[src/rtl/fpm_map.svh]
`ifndef FPM_MAP_SVH
`define FPM_MAP_SVH

// ----------------------------------------------------------------------
// clock and timing
// ----------------------------------------------------------------------
`define FPM_CLK_HZ        20000000
`define FPM_BAUD          9600
`define FPM_BIT_CYC       (`FPM_CLK_HZ / `FPM_BAUD)
`define FPM_TIMEOUT_S     12
`define FPM_TIMEOUT_CYC   (`FPM_TIMEOUT_S * `FPM_CLK_HZ)
`define FPM_STAGE_MS      1000
`define FPM_STAGE_CYC     (`FPM_STAGE_MS * (`FPM_CLK_HZ / 1000))
`define FPM_DEB_MS        10
`define FPM_DEB_CYC       (`FPM_DEB_MS * (`FPM_CLK_HZ / 1000))
`define FPM_MUTE_MS       50
`define FPM_MUTE_CYC      (`FPM_MUTE_MS * (`FPM_CLK_HZ / 1000))

// ----------------------------------------------------------------------
// register offsets and fields
// ----------------------------------------------------------------------
`define FPM_REG_STATUS    8'h00
`define FPM_REG_SETTINGS  8'h04
`define FPM_REG_CTRL      8'h08
`define FPM_CTRL_MUTE     0

// ----------------------------------------------------------------------
// value ranges and reset values
// ----------------------------------------------------------------------
`define FPM_FREQ_MIN      16'h0950
`define FPM_FREQ_MAX      16'h2150
`define FPM_GAIN_MAX      7'h32
`define FPM_RST_FREQ      16'h0950
`define FPM_RST_GAIN      6'h00
`define FPM_CUR_RET       3'h4
`define FPM_MENU_LAST     4'h8
`define FPM_ADDR_MAX      5'h1F

// ----------------------------------------------------------------------
// serial characters
// ----------------------------------------------------------------------
`define FPM_CH_ACK        8'h3E
`define FPM_CH_OPEN       8'h7B
`define FPM_CH_CLOSE      8'h7D
`define FPM_CH_HASH       8'h23
`define FPM_CH_FREQ       8'h32
`define FPM_CH_GAIN       8'h34
`define FPM_CH_RDIS       8'h52

`endif

[src/rtl/fpm_pkg.sv]
package fpm_pkg;

  typedef enum logic [2:0] {
    ST_LAMP,
    ST_VER,
    ST_SHOW,
    ST_NORM,
    ST_EDIT,
    ST_SAVE
  } fpm_state_e;

  typedef logic [3:0] fpm_menu_t;

endpackage

[src/rtl/fpm_top.sv]
`timescale 1ns/1ps
`include "fpm_map.svh"
// Function
// - edits commit only from select press to select confirmed at save prompt
// - twelve seconds without switch activity abandons the edit session
// - committed settings kept in nonvolatile store, reloaded after reset
// - power-up shows all segments, then version, then frequency and gain
// - horizontal switch moves cursor one place left or right
// - vertical switch steps digit under cursor in frequency or gain menu
// - vertical switch toggles on/off items regardless of direction
// - edited frequency reaches hardware only after yes at save prompt
// - carrier mute asserted while a frequency change is applied
// - return marker plus select opens save prompt; yes stores, no restores
// - gain edits apply live; stored on yes, reverted on no or timeout
// - gain vertical step is 10 dB or 1 dB by cursor digit
// - gain limited to 0..50 dB, out-of-range steps rejected
// - select presses step menus 1..8 in order, then save menu
// - any PLL unlock raises summary alarm and alarm LED
// - mute LED follows mute selection, remote LED follows remote mode
// - serial link 9600 baud, 8 data bits, no parity, one stop bit
// - each executed serial command is answered with one '>' character
// - frequency limited to 0950..2150 MHz, four BCD digits
module fpm_top #(
  parameter int unsigned TIMEOUT_CYC = `FPM_TIMEOUT_CYC,
  parameter int unsigned STAGE_CYC   = `FPM_STAGE_CYC,
  parameter int unsigned DEB_CYC     = `FPM_DEB_CYC,
  parameter int unsigned MUTE_CYC    = `FPM_MUTE_CYC,
  parameter logic [7:0]  FW_VERSION  = 8'h11  // arbitrary value
) (
  input  wire logic              clk_i,
  input  wire logic              rst_i,
  input  wire logic              wb_cyc_i,
  input  wire logic              wb_stb_i,
  input  wire logic              wb_we_i,
  input  wire logic [7:0]        wb_adr_i,
  input  wire logic [3:0]        wb_sel_i,
  input  wire logic [31:0]       wb_dat_i,
  output logic [31:0]            wb_dat_o,
  output logic                   wb_ack_o,
  input  wire logic              sw_sel_i,
  input  wire logic              sw_left_i,
  input  wire logic              sw_right_i,
  input  wire logic              sw_up_i,
  input  wire logic              sw_down_i,
  input  wire logic [1:0]        pll_unlock_i,
  input  wire logic              uart_rx_i,
  output logic                   uart_tx_o,
  input  wire logic [30:0]       nv_data_i,
  output logic [30:0]            nv_data_o,
  output logic                   nv_we_o,
  output logic [15:0]            freq_o,
  output logic [5:0]             gain_o,
  output logic [3:0]             flags_o,
  output logic [4:0]             bus_addr_o,
  output logic                   carrier_mute_o,
  output logic                   alarm_led_o,
  output logic                   mute_led_o,
  output logic                   remote_led_o,
  output fpm_pkg::fpm_state_e    lcd_stage_o,
  output fpm_pkg::fpm_menu_t     lcd_menu_o,
  output logic [2:0]             lcd_cursor_o,
  output logic [15:0]            lcd_freq_o,
  output logic [5:0]             lcd_gain_o,
  output logic                   lcd_yes_o,
  output logic [7:0]             lcd_version_o
);
  import fpm_pkg::*;

  // ----------------------------------------------------------------------
  // switch inputs
  // ----------------------------------------------------------------------
  logic [4:0] raw_sw;
  logic [4:0] press;
  assign raw_sw = {sw_down_i, sw_up_i, sw_right_i, sw_left_i, sw_sel_i};

  genvar gi;
  generate
    for (gi = 0; gi < 5; gi++)
    begin : g_deb
      fpm_debounce #(.CYC(DEB_CYC)) u_deb (
        .clk_i   (clk_i),
        .rst_i   (rst_i),
        .raw_i   (raw_sw[gi]),
        .press_o (press[gi])
      );
    end
  endgenerate

  wire p_sel   = press[0];
  wire p_left  = press[1];
  wire p_right = press[2];
  wire p_vert  = press[3] | press[4];
  wire up      = press[3];
  wire any_p   = |press;

  logic [1:0] pll_s1_q;
  logic [1:0] pll_s2_q;
  always_ff @(posedge clk_i)
  begin
    pll_s1_q <= rst_i ? 2'h0 : pll_unlock_i;
    pll_s2_q <= rst_i ? 2'h0 : pll_s1_q;
  end

  // ----------------------------------------------------------------------
  // state
  // ----------------------------------------------------------------------
  fpm_state_e  st_q;
  fpm_menu_t   menu_q;
  logic [2:0]  cur_q;
  logic        yes_q;
  logic [31:0] tmr_q;
  logic        loaded_q;
  logic [15:0] freq_q;
  logic [5:0]  gain_q;
  logic [3:0]  flags_q;
  logic [4:0]  addr_q;
  logic [15:0] ed_freq_q;
  logic [5:0]  ed_gain_q;
  logic [3:0]  ed_flags_q;
  logic [4:0]  ed_addr_q;
  logic [31:0] mute_tmr_q;
  logic        ctrl_mute_q;
  logic        rx_vld;
  logic [7:0]  rx_byte;
  logic        rc_freq;
  logic        rc_gain;
  logic        rc_rdis;
  logic        rc_ren;
  logic [15:0] rc_dig;
  logic [6:0]  rc_gval;

  function automatic logic [15:0] bcd_step(input logic [15:0] v, input logic [1:0] pos,
                                           input logic inc);
    logic [3:0]  d;
    logic [15:0] r;
    r = v;
    d = v[4*(3-pos) +: 4];
    if (inc)
      d = (d == 4'h9) ? 4'h0 : d + 4'h1;
    else
      d = (d == 4'h0) ? 4'h9 : d - 4'h1;
    r[4*(3-pos) +: 4] = d;
    return r;
  endfunction

  function automatic logic freq_ok(input logic [15:0] v);
    return (v >= `FPM_FREQ_MIN) && (v <= `FPM_FREQ_MAX) && (v[11:8] <= 4'h9)
           && (v[7:4] <= 4'h9) && (v[3:0] <= 4'h9);
  endfunction

  wire [15:0] f_step = bcd_step(ed_freq_q, cur_q[1:0], up);
  wire        f_ok   = freq_ok(f_step);
  // 10 dB on tens digit, 1 dB on units
  wire [6:0]  g_inc  = (cur_q == 3'h0) ? 7'h0A : 7'h01;
  wire [6:0]  g_step = up ? {1'b0, ed_gain_q} + g_inc : {1'b0, ed_gain_q} - g_inc;
  wire        g_ok   = (g_step <= `FPM_GAIN_MAX);
  wire        gain_m = (menu_q == 4'h2);
  wire        tog_m  = (menu_q >= 4'h3) && (menu_q <= 4'h6);
  wire [1:0]  tog_ix = 2'(menu_q - 4'h3);
  wire        is_ret = (cur_q == `FPM_CUR_RET);
  wire        editing = (st_q == ST_EDIT) || (st_q == ST_SAVE);
  wire        idle_out = editing && (tmr_q == TIMEOUT_CYC - 1);
  wire        commit = (st_q == ST_SAVE) && p_sel && yes_q && !idle_out;
  wire        rc_f_ok = rc_freq && freq_ok(rc_dig);
  wire        rc_g_ok = rc_gain && (rc_gval <= `FPM_GAIN_MAX);
  wire [2:0]  cur_r  = (gain_m && cur_q == 3'h1) ? `FPM_CUR_RET : cur_q + 3'h1;
  wire [2:0]  cur_l  = (gain_m && is_ret) ? 3'h1 : cur_q - 3'h1;

  // ----------------------------------------------------------------------
  // menu sequencer
  // ----------------------------------------------------------------------
  always_ff @(posedge clk_i)
  begin
    if (rst_i)
    begin
      st_q   <= ST_LAMP;
      menu_q <= 4'h0;
      cur_q  <= 3'h0;
      yes_q  <= 1'b0;
      tmr_q  <= 32'h0;
    end
    else
    begin
      tmr_q <= tmr_q + 32'h1;
      unique case (st_q)
        ST_LAMP, ST_VER, ST_SHOW:
          if (tmr_q == STAGE_CYC - 1)
          begin
            tmr_q <= 32'h0;
            st_q  <= (st_q == ST_LAMP) ? ST_VER : (st_q == ST_VER) ? ST_SHOW : ST_NORM;
          end
        ST_NORM:
        begin
          tmr_q <= 32'h0;
          if (p_sel)
          begin
            st_q   <= ST_EDIT;
            menu_q <= 4'h1;
            cur_q  <= 3'h0;
          end
        end
        ST_EDIT, ST_SAVE:
        begin
          if (any_p)
            tmr_q <= 32'h0;
          if (idle_out)
          begin
            st_q   <= ST_NORM;
            menu_q <= 4'h0;
          end
          else if (st_q == ST_SAVE)
          begin
            if (p_vert)
              yes_q <= ~yes_q;
            if (p_sel)
            begin
              st_q   <= ST_NORM;
              menu_q <= 4'h0;
            end
          end
          else if (p_sel)
          begin
            cur_q <= 3'h0;
            if (is_ret || menu_q == `FPM_MENU_LAST)
            begin
              st_q  <= ST_SAVE;
              yes_q <= 1'b0;
            end
            else
              menu_q <= menu_q + 4'h1;
          end
          else if (p_right && !is_ret)
            cur_q <= cur_r;
          else if (p_left && cur_q != 3'h0)
            cur_q <= cur_l;
        end
      endcase
    end
  end

  // ----------------------------------------------------------------------
  // edit copy
  // ----------------------------------------------------------------------
  always_ff @(posedge clk_i)
  begin
    if (rst_i)
    begin
      ed_freq_q  <= `FPM_RST_FREQ;
      ed_gain_q  <= `FPM_RST_GAIN;
      ed_flags_q <= 4'h0;
      ed_addr_q  <= 5'h00;
    end
    else if (!editing)
    begin
      ed_freq_q  <= freq_q;
      ed_gain_q  <= gain_q;
      ed_flags_q <= flags_q;
      ed_addr_q  <= addr_q;
    end
    else if (st_q == ST_EDIT && p_vert && !is_ret)
    begin
      if (menu_q == 4'h1 && f_ok)
        ed_freq_q <= f_step;
      if (gain_m && g_ok && cur_q <= 3'h1)
        ed_gain_q <= g_step[5:0];
      if (tog_m)
        ed_flags_q[tog_ix] <= ~ed_flags_q[tog_ix];
      if (menu_q == 4'h7)
        ed_addr_q <= up ? ed_addr_q + 5'h01 : ed_addr_q - 5'h01;
    end
  end

  // ----------------------------------------------------------------------
  // committed settings
  // ----------------------------------------------------------------------
  always_ff @(posedge clk_i)
  begin
    if (rst_i)
    begin
      loaded_q   <= 1'b0;
      freq_q     <= `FPM_RST_FREQ;
      gain_q     <= `FPM_RST_GAIN;
      flags_q    <= 4'h0;
      addr_q     <= 5'h00;
      nv_we_o    <= 1'b0;
      mute_tmr_q <= 32'h0;
    end
    else
    begin
      loaded_q <= 1'b1;
      nv_we_o  <= 1'b0;
      if (mute_tmr_q != 32'h0)
        mute_tmr_q <= mute_tmr_q - 32'h1;
      if (!loaded_q)
      begin
        {freq_q, gain_q, flags_q, addr_q} <= nv_data_i;
      end
      else if (commit)
      begin
        freq_q  <= ed_freq_q;
        gain_q  <= ed_gain_q;
        flags_q <= ed_flags_q;
        addr_q  <= ed_addr_q;
        nv_we_o <= 1'b1;
        if (ed_freq_q != freq_q)
          mute_tmr_q <= MUTE_CYC;
      end
      else if (rc_f_ok || rc_g_ok || rc_ren || rc_rdis)
      begin
        if (rc_f_ok)
        begin
          freq_q     <= rc_dig;
          mute_tmr_q <= MUTE_CYC;
        end
        if (rc_g_ok)
          gain_q <= rc_gval[5:0];
        if (rc_ren || rc_rdis)
          flags_q[0] <= rc_ren;
        nv_we_o <= 1'b1;
      end
    end
  end

  assign nv_data_o = {freq_q, gain_q, flags_q, addr_q};

  // ----------------------------------------------------------------------
  // outputs
  // ----------------------------------------------------------------------
  always_ff @(posedge clk_i)
  begin
    if (rst_i)
    begin
      freq_o         <= `FPM_RST_FREQ;
      gain_o         <= `FPM_RST_GAIN;
      carrier_mute_o <= 1'b1;
      alarm_led_o    <= 1'b0;
      mute_led_o     <= 1'b0;
      remote_led_o   <= 1'b0;
      lcd_gain_o     <= `FPM_RST_GAIN;
      lcd_freq_o     <= `FPM_RST_FREQ;
    end
    else
    begin
      freq_o         <= freq_q;
      // gain follows edits live, reverts when session ends without a yes at the save prompt
      gain_o         <= editing ? ed_gain_q : gain_q;
      carrier_mute_o <= (mute_tmr_q != 32'h0) || ctrl_mute_q;
      alarm_led_o    <= |pll_s2_q;
      mute_led_o     <= ctrl_mute_q;
      remote_led_o   <= flags_q[0];
      lcd_gain_o     <= editing ? ed_gain_q : gain_q;
      lcd_freq_o     <= editing ? ed_freq_q : freq_q;
    end
  end

  assign flags_o       = flags_q;
  assign bus_addr_o    = addr_q;
  assign lcd_stage_o   = st_q;
  assign lcd_menu_o    = menu_q;
  assign lcd_cursor_o  = cur_q;
  assign lcd_yes_o     = yes_q;
  assign lcd_version_o = FW_VERSION;

  // ----------------------------------------------------------------------
  // serial link
  // ----------------------------------------------------------------------
  fpm_uart u_uart (
    .clk_i   (clk_i),
    .rst_i   (rst_i),
    .rx_i    (uart_rx_i),
    .tx_o    (uart_tx_o),
    .vld_o   (rx_vld),
    .byte_o  (rx_byte),
    .freq_o  (rc_freq),
    .gain_o  (rc_gain),
    .rdis_o  (rc_rdis),
    .ren_o   (rc_ren),
    .dig_o   (rc_dig)
  );
  assign rc_gval = 7'({3'h0, rc_dig[11:8]} * 7'h0A) + {3'h0, rc_dig[7:4]};

  // ----------------------------------------------------------------------
  // wishbone slave
  // ----------------------------------------------------------------------
  wire        wb_req  = wb_cyc_i && wb_stb_i && !wb_ack_o;
  wire        a_stat  = (wb_adr_i == `FPM_REG_STATUS);
  wire        a_set   = (wb_adr_i == `FPM_REG_SETTINGS);
  wire        a_ctrl  = (wb_adr_i == `FPM_REG_CTRL);
  wire [31:0] r_stat  = {17'h00000, alarm_led_o, flags_q[0], ctrl_mute_q, yes_q, 3'(st_q),
                         cur_q, menu_q, 1'b0};
  wire [31:0] r_set   = {10'h0, gain_q, freq_q};
  wire [31:0] rd_mux  = a_stat ? r_stat : a_set ? r_set :
                        a_ctrl ? {31'h0, ctrl_mute_q} : 32'h0;

  always_ff @(posedge clk_i)
  begin
    if (rst_i)
    begin
      wb_ack_o    <= 1'b0;
      wb_dat_o    <= 32'h0;
      ctrl_mute_q <= 1'b0;
    end
    else
    begin
      wb_ack_o <= wb_req;
      wb_dat_o <= wb_req ? rd_mux : 32'h0;
      if (wb_req && wb_we_i && a_ctrl && wb_sel_i[0])
        ctrl_mute_q <= wb_dat_i[`FPM_CTRL_MUTE];
    end
  end

  logic unused_rx;
  assign unused_rx = rx_vld ^ (^rx_byte);

endmodule // fpm_top

// ----------------------------------------------------------------------
// serial receiver, command parser and acknowledge sender
// ----------------------------------------------------------------------
module fpm_uart (
  input  wire logic        clk_i,
  input  wire logic        rst_i,
  input  wire logic        rx_i,
  output logic             tx_o,
  output logic             vld_o,
  output logic [7:0]       byte_o,
  output logic             freq_o,
  output logic             gain_o,
  output logic             rdis_o,
  output logic             ren_o,
  output logic [15:0]      dig_o
);
  localparam logic [11:0] BIT = 12'(`FPM_BIT_CYC);

  logic       s1_q;
  logic       s2_q;
  logic       busy_q;
  logic [11:0] tm_q;
  logic [3:0] ix_q;
  logic       inf_q;
  logic [2:0] n_q;
  logic [7:0] num_q;
  logic [9:0] tx_sh_q;
  logic [3:0] tx_n_q;
  logic [11:0] tx_tm_q;

  wire close = vld_o && inf_q && byte_o == `FPM_CH_CLOSE;
  wire hash  = vld_o && byte_o == `FPM_CH_HASH;

  always_ff @(posedge clk_i)
  begin
    if (rst_i)
    begin
      s1_q <= 1'b1;
      s2_q <= 1'b1;
      busy_q <= 1'b0;
      tm_q <= 12'h0;
      ix_q <= 4'h0;
      vld_o <= 1'b0;
      byte_o <= 8'h00;
    end
    else
    begin
      s1_q  <= rx_i;
      s2_q  <= s1_q;
      vld_o <= 1'b0;
      if (!busy_q && !s2_q)
      begin
        busy_q <= 1'b1;
        tm_q   <= BIT >> 1;
        ix_q   <= 4'h0;
      end
      else if (busy_q && tm_q != 12'h0)
        tm_q <= tm_q - 12'h1;
      else if (busy_q)
      begin
        tm_q <= BIT - 12'h1;
        ix_q <= ix_q + 4'h1;
        if (ix_q == 4'h9)
        begin
          busy_q <= 1'b0;
          vld_o  <= s2_q;
        end
        else if (ix_q == 4'h0 && s2_q)
          busy_q <= 1'b0;
        else if (ix_q != 4'h0)
          byte_o <= {s2_q, byte_o[7:1]};
      end
    end
  end

  // command frames and the acknowledge character
  always_ff @(posedge clk_i)
  begin
    if (rst_i)
    begin
      inf_q <= 1'b0;
      n_q <= 3'h0;
      num_q <= 8'h00;
      dig_o <= 16'h0;
      tx_sh_q <= 10'h3FF;
      tx_n_q <= 4'h0;
      tx_tm_q <= 12'h0;
    end
    else
    begin
      if (vld_o && byte_o == `FPM_CH_OPEN)
      begin
        inf_q <= 1'b1;
        n_q   <= 3'h0;
        dig_o <= 16'h0;
      end
      else if (close)
        inf_q <= 1'b0;
      else if (vld_o && inf_q)
      begin
        n_q <= (n_q == 3'h7) ? n_q : n_q + 3'h1;
        if (n_q == 3'h1)
          num_q <= byte_o;
        else if (n_q >= 3'h2)
          dig_o <= {dig_o[11:0], byte_o[3:0]};
      end
      if (close || hash)
      begin
        tx_sh_q <= {1'b1, `FPM_CH_ACK, 1'b0};
        tx_n_q  <= 4'hA;
        tx_tm_q <= BIT - 12'h1;
      end
      else if (tx_n_q != 4'h0)
      begin
        if (tx_tm_q != 12'h0)
          tx_tm_q <= tx_tm_q - 12'h1;
        else
        begin
          tx_tm_q <= BIT - 12'h1;
          tx_sh_q <= {1'b1, tx_sh_q[9:1]};
          tx_n_q  <= tx_n_q - 4'h1;
        end
      end
    end
  end

  assign tx_o   = (tx_n_q == 4'h0) ? 1'b1 : tx_sh_q[0];
  assign freq_o = close && num_q == `FPM_CH_FREQ;
  assign gain_o = close && num_q == `FPM_CH_GAIN;
  assign rdis_o = close && num_q == `FPM_CH_RDIS;
  assign ren_o  = hash;

endmodule // fpm_uart

[src/rtl/fpm_debounce.sv]
`timescale 1ns/1ps
module fpm_debounce #(
  parameter int unsigned CYC = 200000
) (
  input  wire logic clk_i,
  input  wire logic rst_i,
  input  wire logic raw_i,
  output logic      press_o
);

  logic        s1_q;
  logic        s2_q;
  logic        stable_q;
  logic [31:0] cnt_q;

  always_ff @(posedge clk_i)
  begin
    if (rst_i)
    begin
      s1_q     <= 1'b0;
      s2_q     <= 1'b0;
      stable_q <= 1'b0;
      cnt_q    <= 32'h0;
      press_o  <= 1'b0;
    end
    else
    begin
      s1_q    <= raw_i;
      s2_q    <= s1_q;
      press_o <= 1'b0;
      if (s2_q == stable_q)
        cnt_q <= 32'h0;
      else if (cnt_q == CYC - 1)
      begin
        cnt_q    <= 32'h0;
        stable_q <= s2_q;
        press_o  <= s2_q;
      end
      else
        cnt_q <= cnt_q + 32'h1;
    end
  end

endmodule // fpm_debounce

[config.mk]
export PLATFORM = sky130hd
export DESIGN_NAME = fpm_top
export DESIGN_NICKNAME = d
export VERILOG_FILES = /design/src/rtl/fpm_pkg.sv /design/src/rtl/fpm_top.sv /design/src/rtl/fpm_debounce.sv
export VERILOG_INCLUDE_DIRS = /design/src /design/src/rtl
export SDC_FILE = /design/constraint.sdc
export NUM_CORES = 1
export LEC_CHECK = 0
export BUFFER_PORTS_ARGS = -buffer_cell sky130_fd_sc_hd__buf_4
export CAP_MARGIN = 40
export CORE_MARGIN = 10
export CORE_UTILIZATION = 55
export CTS_CLUSTER_DIAMETER = 150
export DETAILED_ROUTE_END_ITERATION = 8
export PLACE_DENSITY = 0.72
export SYNTH_ARGS = -nofsm -noshare
export SYNTH_HDL_FRONTEND = slang
export SYNTH_SLANG_ARGS = --single-unit
export TNS_END_PERCENT = 30
[constraint.sdc]
create_clock -name clk_i -period 8.6 [get_ports clk_i]
set_input_delay 2.58 -clock clk_i [delete_from_list [all_inputs] [get_ports clk_i]]
set_output_delay 2.58 -clock clk_i [all_outputs]
set_load 0.1 [all_outputs]
==> results by group, run 1 <==
Outcome
  • Outcome: completed

Synthesis
  • Mean area per synthesized cell: 8.46 um^2
  • Arithmetic-cell share of the synthesized area counting full adders, half adders and majority gates: 3.05%
  • Register area share after synthesis: 43.0%
  • Count of different cell masters after synthesis: 88
  • Total number of yosys warnings: 0
  • Post-Syn Area: 21,900 um^2
  • Commonest register cell after synthesis: sky130_fd_sc_hd__dfxtp_1
  • Number of flops mapped to enable cells by yosys: 0
  • Top cells by area in the synthesized netlist: sky130_fd_sc_hd__dfxtp_1 43%, sky130_fd_sc_hd__nor2_1 7.7%, sky130_fd_sc_hd__xor2_1 5.6%, sky130_fd_sc_hd__xnor2_1 4.6%, sky130_fd_sc_hd__nand2_1 4.2%
  • Dominant combinational cell family by area after synthesis: simple AND/OR/NAND/NOR gates
  • Fraction of synthesized cell area taken by the top area cell type: 43.0%
  • Share of the synthesized netlist area taken by xor and xnor gates: 10.1%
  • Compound-Gate Fraction of Synth Area: 10.5%
  • Simple-gate share of the synthesized area: 25.6%
  • Multiplexer area fraction after synthesis: 3.09%
  • Share of async-settable or async-resettable flops after synthesis: 0%
  • Number of instances in the synthesized netlist: 2,587
  • Flops & latches, synth: 470
  • Library cell occupying the most area in the post-synthesis netlist: sky130_fd_sc_hd__dfxtp_1

STA
  • Setup_tns: 0 ps
  • Final worst-path setup slack: 4020 ps
  • Final hold vios: 0
  • RSZ-0062 raised after global routing: no
  • Slew at the pin with the worst max-slew slack: 961 ps
  • Final setup vio count: 0
  • Final number of max-transition violations: 0
  • Worst relative slew slack: 35.8%
  • Fmax achieved: 218 MHz
  • Final critical-path share of the clock period: 53.2%
  • Worst-case hold slack: 411 ps
  • Post-route minimum period: 4580 ps
  • Worst Clk Skew: 18.9 ps

Drt
  • Routed Antenna Nets: 0
  • Sum of routed wire length over all layers: 56,600 um
  • DRC violation count after routing: 0
  • Number of design-rule violations left by the first detailed-router iteration: 1,333
  • Detailed-router iteration count before antenna repair: 7
  • Routed wire length per instance: 17.3 um
  • Via-per-instance ratio: 5.61
  • Vias: 18,357

Critical path
  • Delay contributed by the slowest stage of the critical path: 950 ps
  • Cell class contributing the biggest share of worst-path delay: flip-flops
  • CP Capture Type: output pin
  • Worst-path cell with the longest stage delay: sky130_fd_sc_hd__dfxtp_1
  • Crit path max fanout: 20
  • Worst Setup Start Kind: flop
  • Worst Path Required: 6020 ps
  • Critical Setup Path Class: flop to output pin
  • Critical path buffer and inverter count: 1
  • Ordered list of cells on the worst path: buf_4
  • CP arrival: 2000 ps

Global route
  • All-layer global routing usage: 22.7%
  • Vias in the first global route: 17,468
  • Pin count of the biggest net entering global routing: 62
  • Remaining Overflow, GRT: 0
  • Global-route wire length before repair: 89,900 um
  • Number of antenna violations at the first check in global routing: 1

Layout
  • Final cell area excluding filler cells: 25,200 um^2
  • Fin nets: 2,846
  • Synthesis-to-layout area growth: 15.1%
  • Post-layout instance count excluding filler cells: 3,270
  • Ratio of cells with drive above 1 in the final layout: 12.1%

Die
  • Core Area: 39,500 um^2
  • Initial core utilization: 55.3%
  • Boundary Pins: 230
  • Die Y-Extent: 219 um
  • Horizontal extent of the die: 219 um
  • Core Rows: 73
  • Die ar.: 48,200 um^2

Clock tree
  • Post-CTS Resized: 0
  • Clock tree from TritonCTS: done
  • Setup bufs post-CTS: 0
  • Clock latency reported for the late side of the worst-skew pair: 600 ps
  • Number of clock buffers inserted by TritonCTS: 49
  • Clk sinks: 470
  • Clock Root Buffer: sky130_fd_sc_hd__clkbuf_16
  • CTS clk-pin slew, worst paths: 60 ps
  • CTS H-Tree Depth: 2
  • Hold bufs inserted after CTS: 0
  • Max clock buf depth: 3

Placed design
  • Placed Instances: 3,181
  • PortBufs: 177
  • Worst Setup Slack post-DPL: 3790 ps
  • Placed standard-cell area: 23,500 um^2
  • HPWL after detailed placement: 40,800 um
  • Gp weighted congestion: 0.956

Hold path
  • Min-Delay Path Class: flop to flop

Power
  • Power density over cell area: 224 nW/um^2
  • Static Leak: 9.58 nW
  • VDD IR-drop max: 0.000182 V

Job
  • Maxcap violations: 0
[where the power goes]
group,total [mW],switching (mW),internal (mW)
Clock,2.19,0.884,1.30
Combinational,1.02,0.663,0.361
Sequential,2.43,0.126,2.31
[placed cells by master (no fill, tap or decap), types with 11 or more instances in the layout]
cell type / count
sky130_fd_sc_hd__nor3_1: 58
sky130_fd_sc_hd__or3_1: 33
sky130_fd_sc_hd__nand3_1: 106
sky130_fd_sc_hd__nor4b_1: 14
sky130_fd_sc_hd__inv_1: 77
sky130_fd_sc_hd__nor2_1: 448
sky130_fd_sc_hd__o21ai_0: 77
sky130_fd_sc_hd__a311oi_1: 11
sky130_fd_sc_hd__ha_1: 47
sky130_fd_sc_hd__o221a_2: 11
sky130_fd_sc_hd__nand2b_1: 14
sky130_fd_sc_hd__nor4_1: 49
sky130_fd_sc_hd__and3_1: 62
sky130_fd_sc_hd__nor2b_1: 40
sky130_fd_sc_hd__conb_1: 18
sky130_fd_sc_hd__a21oi_1: 102
sky130_fd_sc_hd__xor2_1: 139
sky130_fd_sc_hd__nand4_1: 29
sky130_fd_sc_hd__dfxtp_1: 469
sky130_fd_sc_hd__a22oi_1: 19
sky130_fd_sc_hd__a211oi_1: 17
sky130_fd_sc_hd__o211ai_1: 15
sky130_fd_sc_hd__mux2i_1: 54
sky130_fd_sc_hd__buf_4: 185
sky130_fd_sc_hd__xnor2_1: 114
sky130_fd_sc_hd__nand2_1: 246
sky130_fd_sc_hd__clkbuf_16: 49
[path summary, 6_finish.rpt]
| kind | cells after the start | to | from | slack [ps] |
|---|---|---|---|---|
| setup / recovery | 1 | lcd_cursor_o[1] | lcd_cursor_o[1]$_SDFFE_PP0P_ | 4020 |
| hold / removal | 1 | u_uart.s2_q$_SDFF_PP1_ | u_uart.s1_q$_SDFF_PP1_ | 410 |
| setup reg to reg | 11 | ed_freq_q[2]$_SDFFE_PP0P_ | lcd_cursor_o[1]$_SDFFE_PP0P_ | 4070 |
| hold reg to reg | 1 | u_uart.s2_q$_SDFF_PP1_ | u_uart.s1_q$_SDFF_PP1_ | 410 |
[cell type report]
| type | count | area (um^2) |
|---|---|---|
| repair buffers | 198 | 1590 |
| inverters | 78 | 293 |
| fillers | 3357 | 14400 |
| clock inverters | 22 | 300 |
| diodes | 1 | 2.50 |
| clock buffers | 66 | 1370 |
| multi-input cells | 1910 | 11600 |
| well taps | 525 | 657 |
| flip-flops and latches | 470 | 9410 |
[per-stage QoR]
step,util [%],power [mW]
final,63.7,5.64
after global routing,63.7,5.90
after CTS,63.7,5.69
after detailed placement,59.4,3.50
after global placement,59.0,3.46
after floorplan,-,3.28
[per-layer routing]
| layer | routed length [um] | part of all wire, % | track usage (%) | vias to the layer above |
|---|---|---|---|---|
| met1 | 24900 | 44 | 29.5 | 8635 |
| li1 | - | - | - | 9078 |
| met4 | 1680 | 3.0 | 7.84 | 2 |
| met2 | 25700 | 45 | 36.4 | 538 |
| met5 | 9 | 0.016 | 0 | - |
| met3 | 4330 | 7.6 | 5.46 | 104 |
[Yosys cell counts (35+ instances only)]
cell	number
sky130_fd_sc_hd__nor4_1	49
sky130_fd_sc_hd__ha_1	47
sky130_fd_sc_hd__nor2b_1	41
sky130_fd_sc_hd__nand3_1	106
sky130_fd_sc_hd__mux2i_1	54
sky130_fd_sc_hd__xor2_1	139
sky130_fd_sc_hd__o21ai_0	78
sky130_fd_sc_hd__nand2_1	247
sky130_fd_sc_hd__and3_1	62
sky130_fd_sc_hd__clkbuf_1	92
sky130_fd_sc_hd__inv_1	77
sky130_fd_sc_hd__xnor2_1	114
sky130_fd_sc_hd__nor3_1	59
sky130_fd_sc_hd__a21oi_1	102
sky130_fd_sc_hd__dfxtp_1	470
sky130_fd_sc_hd__nor2_1	448
sky130_fd_sc_hd__buf_4	35
[cells by family after synthesis]
logic type	Yosys count
compound gates	346
xor+xnor	253
fa+ha+maj	51
buf+inv	223
flops	470
mux	62
other cells	2
simple gates	1180
[sequential cells by signal (all words and copies together) (netlist names), 22 cells and up]
signal and cells:
wb_dat_o 22, mute_tmr_q 32, g_deb.u_deb.cnt_q 160, tmr_q 32
Note: power is estimated with default switching activity, not from simulation.
==> run 2: changes to the inputs <==
- CORE_UTILIZATION: 55 -> 53
- PLACE_DENSITY: 0.72 -> 0.73
- clock period: 8.6 -> 3.8 ns (I/O delays scaled with it)
==> results by group, run 2 (same netlist as run 1, synthesis figures left out) <==
Drt
  • Via-per-instance ratio: 5.63 (was 5.61)
  • Routed wire length per instance: 17.6 um (was 17.3 um)
  • Vias: 18,613 (was 18,357)
  • Detailed-router iteration count before antenna repair: 5 (was 7)
  • Number of design-rule violations left by the first detailed-router iteration: 1,623 (was 1,333)
  • DRC violation count after routing: 0 (unchanged)
  • Routed Antenna Nets: 0 (unchanged)
  • Sum of routed wire length over all layers: 58,300 um (was 56,600 um)

Die
  • Die Y-Extent: 223 um (was 219 um)
  • Die ar.: 49,800 um^2 (was 48,200 um^2)
  • Core Area: 40,800 um^2 (was 39,500 um^2)
  • Initial core utilization: 53.6% (was 55.3%)
  • Boundary Pins: 230 (unchanged)
  • Horizontal extent of the die: 223 um (was 219 um)
  • Core Rows: 74 (was 73)

Critical path
  • Cell class contributing the biggest share of worst-path delay: compound AO/OA/AOI/OAI gates (was flip-flops)
  • Crit path max fanout: 11 (was 20)
  • Worst Path Required: 4290 ps (was 6020 ps)
  • Depth of the worst register-to-register path: 13 (was 11)
  • Critical path buffer and inverter count: 3 (was 1)
  • Critical path depth in cells: 13 (was 1)
  • Critical Setup Path Class: flop to flop (was flop to output pin)
  • CP Capture Type: flop (was output pin)
  • R2r endpoint: ed_freq_q[8]$_SDFFE_PP1P_ (was ed_freq_q[2]$_SDFFE_PP0P_)
  • CP arrival: 4180 ps (was 2000 ps)
  • Delay contributed by the slowest stage of the critical path: 460 ps (was 950 ps)
  • Worst Setup Start Kind: flop (unchanged)
  • Worst-path cell with the longest stage delay: sky130_fd_sc_hd__or4_4 (was sky130_fd_sc_hd__dfxtp_1)
  • Worst reg-to-reg setup slack: 120 ps (was 4070 ps)
  • Crit-path most repeated cell: sky130_fd_sc_hd__buf_4
  • R2r startpoint: lcd_cursor_o[1]$_SDFFE_PP0P_ (unchanged)
  • Ordered list of cells on the worst path: buf_4 -> mux4_2 -> inv_1 -> ha_1 -> o41ai_2 -> a22o_1 -> nor3_2 -> a21oi_1 -> or4_4 -> a21boi_4 -> nor2_2 -> buf_4 -> o311ai_1 (was buf_4)

STA
  • Final critical-path share of the clock period: 97.0%
  • Slew at the pin with the worst max-slew slack: 799 ps (was 961 ps)
  • Fmax achieved: 271 MHz
  • Post-route minimum period: 3680 ps
  • Worst Clk Skew: 13.5 ps (was 18.9 ps)
  • RSZ-0062 raised after global routing: yes (was no)
  • Final number of max-transition violations: 0 (unchanged)
  • Worst relative slew slack: 46.7% (was 35.8%)
  • Final hold vios: 0 (unchanged)
  • Final setup vio count: 0 (unchanged)

Layout
  • Post-layout instance count excluding filler cells: 3,307 (was 3,270)
  • Ratio of cells with drive above 1 in the final layout: 13.3% (was 12.1%)
  • Largest registers in the final layout: g_deb.u_deb.cnt_q x160, mute_tmr_q x32, tmr_q x32 (unchanged)
  • Most used cells in the layout excluding fill and tap cells: 467 x sky130_fd_sc_hd__dfxtp_1, 448 x sky130_fd_sc_hd__nor2_1, 246 x sky130_fd_sc_hd__nand2_1, 229 x sky130_fd_sc_hd__buf_4, 139 x sky130_fd_sc_hd__xor2_1 (was 469 x sky130_fd_sc_hd__dfxtp_1, 448 x sky130_fd_sc_hd__nor2_1, 246 x sky130_fd_sc_hd__nand2_1, 185 x sky130_fd_sc_hd__buf_4, 139 x sky130_fd_sc_hd__xor2_1)
  • Layout fillers: 3,501 (was 3,357)
  • Synthesis-to-layout area growth: 15.7% (was 15.1%)
  • FF+latch area: 9420 um^2 (was 9410 um^2)
  • Most common library cell in the layout ignoring fill and taps: sky130_fd_sc_hd__dfxtp_1 (unchanged)
  • Inserted Diodes: 0 (was 1)
  • Flip-flop count of the largest register after layout: 160 (unchanged)
  • Most flop-heavy register: g_deb.u_deb.cnt_q (unchanged)
  • Multi-input logic area: 11,600 um^2 (about the same)
  • Fin nets: 2,882 (was 2,846)

Global route
  • Grt peak-use layer: met2 (unchanged)
  • Number of antenna violations at the first check in global routing: 2 (was 1)
  • Pin count of the biggest net entering global routing: 57 (was 62)
  • Grt met3 use: 4.72% (was 5.46%)
  • Global-route wire length before repair: 93,700 um (was 89,900 um)
  • Vias in the first global route: 17,985 (was 17,468)
  • Remaining Overflow, GRT: 0 (unchanged)
  • All-layer global routing usage: 22.5% (was 22.7%)
  • GR met1 Demand/Resource: 29.9% (was 29.5%)
  • Global routing usage on met2: 36.0% (was 36.4%)

Clock tree
  • Number of clock buffers inserted by TritonCTS: 48 (was 49)
  • CTS H-Tree Depth: 2 (unchanged)
  • CTS clk-pin slew, worst paths: 70 ps (was 60 ps)
  • Setup bufs post-CTS: 0 (unchanged)
  • Clock tree from TritonCTS: done (unchanged)
  • Clk sinks: 470 (unchanged)
  • Clock latency reported for the late side of the worst-skew pair: 600 ps (about the same)
  • Clock Root Buffer: sky130_fd_sc_hd__clkbuf_16 (unchanged)
  • Max clock buf depth: 3 (unchanged)

Power
  • Static Leak: 9.67 nW (was 9.58 nW)
  • Final Power: 12.6 mW (was 5.64 mW)
  • VDD IR-drop max: 0.000382 V (was 0.000182 V)
  • Power density over cell area: 496 nW/um^2 (was 224 nW/um^2)

Placed design
  • Placed Instances: 3,225 (was 3,181)
  • Gp weighted congestion: 0.923 (was 0.956)
  • HPWL after detailed placement: 42,600 um (was 40,800 um)
  • PortBufs: 177 (unchanged)

Hold path
  • Launch instance of the worst min-delay path: u_uart.s1_q$_SDFF_PP1_ (unchanged)
  • Min-Delay Path Class: flop to flop (unchanged)
  • Worst hold path stage count: 1 (unchanged)
  • Endpoint of the worst hold-timing path: u_uart.s2_q$_SDFF_PP1_ (unchanged)

Job
  • Maxcap violations: 0 (unchanged)

Outcome
  • Outcome: completed (unchanged)
==> run 2: timing repair <==
item | CTS | global route
setup endpoints to repair | 0 | 6
hold buffers | 0 | 0
gates resized for setup | 0 | 2
==> run 2: metal layers <==
| metal | part of all wire (%) | routed length [um] |
|---|---|---|
| met5 | 0 | 0 |
| met1 | 45 | 26200 |
| met4 | 2.2 | 1290 |
| met2 | 46 | 26600 |
| met3 | 7.3 | 4240 |
==> run 2: cell type report <==
cell class,count,share of cell area [%]
Clock buffer,69,5.57
Tap cell,532,2.63
Inverter,78,1.16
Multi-Input combinational cell,1910,45.8
Timing Repair Buffer,235,7.15
Sequential cell,470,37.2
Clock inverter,13,0.534
==> run 2: worst max path at each step <==
stage | start | end | slack, ps
floorplan | lcd_cursor_o[0]$_SDFFE_PP0P_ | ed_gain_q[1]$_SDFFE_PP0P_ | 60
global placement | lcd_cursor_o[1]$_SDFFE_PP0P_ | ed_freq_q[8]$_SDFFE_PP1P_ | 200
detailed placement | lcd_cursor_o[1]$_SDFFE_PP0P_ | ed_freq_q[8]$_SDFFE_PP1P_ | 130
CTS | lcd_cursor_o[1]$_SDFFE_PP0P_ | ed_freq_q[8]$_SDFFE_PP1P_ | 110
global route | lcd_cursor_o[1]$_SDFFE_PP0P_ | ed_freq_q[8]$_SDFFE_PP1P_ | -50
finish | lcd_cursor_o[1]$_SDFFE_PP0P_ | ed_freq_q[8]$_SDFFE_PP1P_ | 120
==> run 2: through the flow <==
step / hold slack (ps) / setup TNS (ps) / setup WS, ps / area, um^2 / util (%)
2_1_floorplan: 389 / 0 / 56.9 / 22000 / -
3_3_place_gp: 398 / 0 / 196 / 23700 / 58.1
3_5_place_dp: 398 / 0 / 126 / 23800 / 58.2
4_1_cts: 412 / 0 / 107 / 25300 / 62.0
5_1_grt: 441 / -49.2 / -47.3 / 25300 / 62.0
6_report: 410 / 0 / 115 / 25300 / 62.0
==> run 2: power by group <==
group	switching [mW]	total (mW)	internal (mW)
Combinational	1.54	2.39	0.856
Sequential	0.279	5.50	5.22
Clock	2.00	4.66	2.66
==> run 3: changes to the inputs <==
- ABC_AREA: not set -> 1
- CORE_UTILIZATION: 53 -> 54
- PLACE_DENSITY: 0.73 -> 0.74
==> results by group, run 3 <==
Synthesis
  • List of most frequent post-synthesis cells: 508 x sky130_fd_sc_hd__nand2_1, 470 x sky130_fd_sc_hd__dfxtp_1, 403 x sky130_fd_sc_hd__nor2_1 (was 470 x sky130_fd_sc_hd__dfxtp_1, 448 x sky130_fd_sc_hd__nor2_1, 247 x sky130_fd_sc_hd__nand2_1)
  • Dominant cell by count in the synthesized netlist: sky130_fd_sc_hd__nand2_1 (was sky130_fd_sc_hd__dfxtp_1)
  • Fraction of synthesized cell area taken by the top area cell type: 40.5% (was 43.0%)
  • Count of different cell masters after synthesis: 68 (was 88)
  • Library cell occupying the most area in the post-synthesis netlist: sky130_fd_sc_hd__dfxtp_1 (unchanged)
  • Mean area per synthesized cell: 7.34 um^2 (was 8.46 um^2)
  • Top cells by area in the synthesized netlist: sky130_fd_sc_hd__dfxtp_1 40%, sky130_fd_sc_hd__nand2_1 8.2%, sky130_fd_sc_hd__nor2_1 6.5%, sky130_fd_sc_hd__inv_1 6.1%, sky130_fd_sc_hd__a21oi_1 4.8% (was sky130_fd_sc_hd__dfxtp_1 43%, sky130_fd_sc_hd__nor2_1 7.7%, sky130_fd_sc_hd__xor2_1 5.6%, sky130_fd_sc_hd__xnor2_1 4.6%, sky130_fd_sc_hd__nand2_1 4.2%)
  • Number of flops mapped to enable cells by yosys: 0 (unchanged)
  • Post-Syn Area: 23,200 um^2 (was 21,900 um^2)
  • Register area share after synthesis: 40.5% (was 43.0%)
  • Number of instances in the synthesized netlist: 3,164 (was 2,587)
  • Commonest register cell after synthesis: sky130_fd_sc_hd__dfxtp_1 (unchanged)
  • Total number of yosys warnings: 0 (unchanged)
  • Flops & latches, synth: 470 (unchanged)
  • Share of async-settable or async-resettable flops after synthesis: 0% (unchanged)

Drt
  • Sum of routed wire length over all layers: 63,700 um (was 58,300 um)
  • DRC violation count after routing: 0 (unchanged)
  • Routed wire length per instance: 16.3 um (was 17.6 um)
  • Detailed-router iteration count before antenna repair: 6 (was 5)
  • Routed Antenna Nets: 0 (unchanged)
  • Vias: 21,628 (was 18,613)
  • Number of design-rule violations left by the first detailed-router iteration: 1,962 (was 1,623)
  • Via-per-instance ratio: 5.55 (was 5.63)

Die
  • Boundary Pins: 230 (unchanged)
  • Die ar.: 51,700 um^2 (was 49,800 um^2)
  • Core Rows: 75 (was 74)
  • Core Area: 42,200 um^2 (was 40,800 um^2)
  • Die Y-Extent: 227 um (was 223 um)
  • Horizontal extent of the die: 227 um (was 223 um)
  • Initial core utilization: 55.0% (was 53.6%)

Layout
  • Most flop-heavy register: g_deb.u_deb.cnt_q (unchanged)
  • Ratio of cells with drive above 1 in the final layout: 13.0% (was 13.3%)
  • Most common library cell in the layout ignoring fill and taps: sky130_fd_sc_hd__nand2_1 (was sky130_fd_sc_hd__dfxtp_1)
  • Largest registers in the final layout: g_deb.u_deb.cnt_q x160, mute_tmr_q x32, tmr_q x32 (unchanged)
  • Most used cells in the layout excluding fill and tap cells: 508 x sky130_fd_sc_hd__nand2_1, 469 x sky130_fd_sc_hd__dfxtp_1, 402 x sky130_fd_sc_hd__nor2_1, 378 x sky130_fd_sc_hd__inv_1, 225 x sky130_fd_sc_hd__a21oi_1 (was 467 x sky130_fd_sc_hd__dfxtp_1, 448 x sky130_fd_sc_hd__nor2_1, 246 x sky130_fd_sc_hd__nand2_1, 229 x sky130_fd_sc_hd__buf_4, 139 x sky130_fd_sc_hd__xor2_1)
  • Fin nets: 3,460 (was 2,882)
  • Inserted Diodes: 0 (unchanged)
  • Multi-input logic area: 11,800 um^2 (was 11,600 um^2)
  • Core occupancy in the finished layout: 63.1% (was 62.0%)
  • Final cell area excluding filler cells: 26,700 um^2 (was 25,300 um^2)
  • Flip-flop count of the largest register after layout: 160 (unchanged)
  • Synthesis-to-layout area growth: 14.7% (was 15.7%)
  • Post-layout instance count excluding filler cells: 3,898 (was 3,307)
  • Layout fillers: 3,756 (was 3,501)
  • FF+latch area: 9410 um^2 (was 9420 um^2)

STA
  • Final setup vio count: 0 (unchanged)
  • Fmax achieved: 298 MHz (was 271 MHz)
  • Slew at the pin with the worst max-slew slack: 885 ps (was 799 ps)
  • Worst Clk Skew: 28.7 ps (was 13.5 ps)
  • Setup_tns: 0 ps (unchanged)
  • Post-route minimum period: 3360 ps (was 3680 ps)
  • RSZ-0062 raised after global routing: no (was yes)
  • Worst-case hold slack: 406 ps (was 410 ps)
  • Worst relative slew slack: 40.8% (was 46.7%)
  • Final critical-path share of the clock period: 88.5% (was 97.0%)
  • Final hold vios: 0 (unchanged)
  • Final number of max-transition violations: 0 (unchanged)

Clock tree
  • Clock tree from TritonCTS: done (unchanged)
  • Setup bufs post-CTS: 0 (unchanged)
  • Clk sinks: 470 (unchanged)
  • Clock Root Buffer: sky130_fd_sc_hd__clkbuf_16 (unchanged)
  • Hold bufs inserted after CTS: 0 (unchanged)
  • CTS H-Tree Depth: 2 (unchanged)
  • Clock latency reported for the late side of the worst-skew pair: 600 ps (about the same)
  • Post-CTS Resized: 0 (unchanged)
  • Max clock buf depth: 3 (unchanged)
  • CTS clk-pin slew, worst paths: 70 ps (about the same)
  • Number of clock buffers inserted by TritonCTS: 50 (was 48)

Placed design
  • PortBufs: 177 (unchanged)
  • Placed standard-cell area: 24,900 um^2 (was 23,800 um^2)
  • Placed Instances: 3,808 (was 3,225)
  • Gp weighted congestion: 0.934 (was 0.923)
  • HPWL after detailed placement: 47,400 um (was 42,600 um)

Global route
  • Remaining Overflow, GRT: 0 (unchanged)
  • Global routing usage on met2: 39.2% (was 36.0%)
  • Pin count of the biggest net entering global routing: 50 (was 57)
  • All-layer global routing usage: 24.0% (was 22.5%)
  • Number of antenna violations at the first check in global routing: 1 (was 2)
  • Vias in the first global route: 20,325 (was 17,985)
  • Global-route wire length before repair: 102,000 um (was 93,700 um)
  • Grt peak-use layer: met2 (unchanged)
  • GR met1 Demand/Resource: 31.5% (was 29.9%)
  • Grt met3 use: 5.01% (was 4.72%)

Critical path
  • Crit-path most repeated cell: sky130_fd_sc_hd__o21ai_0 (was sky130_fd_sc_hd__buf_4)
  • Worst-path cell with the longest stage delay: sky130_fd_sc_hd__fa_1 (was sky130_fd_sc_hd__or4_4)
  • CP Capture Type: flop (unchanged)
  • Worst Setup Start Kind: flop (unchanged)
  • CP arrival: 3810 ps (was 4180 ps)
  • Crit path max fanout: 12 (was 11)
  • Ordered list of cells on the worst path: inv_6 -> ha_1 -> nand2_1 -> ha_1 -> fa_1 -> o21ai_0 -> a21oi_1 -> inv_1 -> a21oi_1 -> nand2_1 -> o21ai_0 -> o21ai_0 -> o211ai_1 -> o21ai_0 -> a21oi_1 (was buf_4 -> mux4_2 -> inv_1 -> ha_1 -> o41ai_2 -> a22o_1 -> nor3_2 -> a21oi_1 -> or4_4 -> a21boi_4 -> nor2_2 -> buf_4 -> o311ai_1)
  • Delay contributed by the slowest stage of the critical path: 440 ps (was 460 ps)
  • Worst Path Required: 4250 ps (was 4290 ps)
  • Critical Setup Path Class: flop to flop (unchanged)

Outcome
  • Outcome: completed (unchanged)

Power
  • Static Leak: 10.3 nW (was 9.67 nW)
  • VDD IR-drop max: 0.000394 V (was 0.000382 V)
  • Power density over cell area: 577 nW/um^2 (was 496 nW/um^2)

Job
  • Maxcap violations: 0 (unchanged)

Hold path
  • Min-Delay Path Class: flop to flop (unchanged)
==> run 3: changes by cell type in the layout (fill, tap and decap cells not counted), sizes merged, moves of 64 or more <==
cell   before  now
o21ai      82  154
inv        79  386
nand2     248  546
a21oi     102  238
xor2      139   75
xnor2     114   31
nor3       61  142
==> run 3: layout make-up <==
type | count | share of cell area [%]
Tap cell | 539 | 2.53
Clock inverter | 21 | 1.27
Multi-Input combinational cell | 2203 | 44.3
Timing Repair Buffer | 209 | 5.89
Clock buffer | 69 | 5.19
Sequential cell | 470 | 35.3
Inverter | 387 | 5.47
==> run 3: stage by stage <==
stage                     total power [mW]  setup WS, ps
final                                 15.4           439
after global routing                  16.2           100
after CTS                             15.4           475
after detailed placement              10.3           503
after global placement                10.2           522
after floorplan                       9.26           178
==> run 3: routing by layer <==
metal | routed length, um | up-vias
li1 | - | 10787
met4 | 1590 | 0
met5 | 0 | -
met1 | 28400 | 10024
met3 | 5170 | 104
met2 | 28500 | 713
==> run 3: worst max-delay path: cells and delay by family, from the launching register on <==
kind / cells / cell delay, ps
flops: 1 / 350
compound gates: 8 / 1450
simple gates: 2 / 250
buf+inv: 2 / 190
fa+ha+maj: 3 / 990
==> run 3: worst paths after layout <==
path | start | slack (ps) | depth (start not counted) | end
max | lcd_cursor_o[1]$_SDFFE_PP0P_ | 440 | 15 | ed_gain_q[3]$_SDFFE_PP0P_
min | pll_s1_q[0]$_SDFF_PP0_ | 410 | 2 | pll_s2_q[0]$_SDFF_PP0_
max reg2reg | lcd_cursor_o[1]$_SDFFE_PP0P_ | 440 | 15 | ed_gain_q[3]$_SDFFE_PP0P_
min reg2reg | pll_s1_q[0]$_SDFF_PP0_ | 410 | 2 | pll_s2_q[0]$_SDFF_PP0_
==> run 3: power breakdown <==
group          internal, mW  total, mW  leakage [nW]  switching [mW]
registers              5.33       5.72          3.81           0.394
logic                  1.41       4.51          5.68            3.09
clock network          3.15       5.15         0.841            2.00
==> run 3: cell families (layout without fill, tap and decap cells) <==
kind of cell / Yosys count / after routing / share of synthesized area (%)
adders and majority gates: 51 / 51 / 2.88
and+or+nand+nor: 1508 / 1508 / 30.8
AOI/OAI and AO/OA: 520 / 520 / 12.8
xor gates and xnor gates: 106 / 106 / 4.00
DFF: 470 / 470 / 40.5
other: 2 / 18 / 0.0323
buffers and inverters: 507 / 686 / 9.01
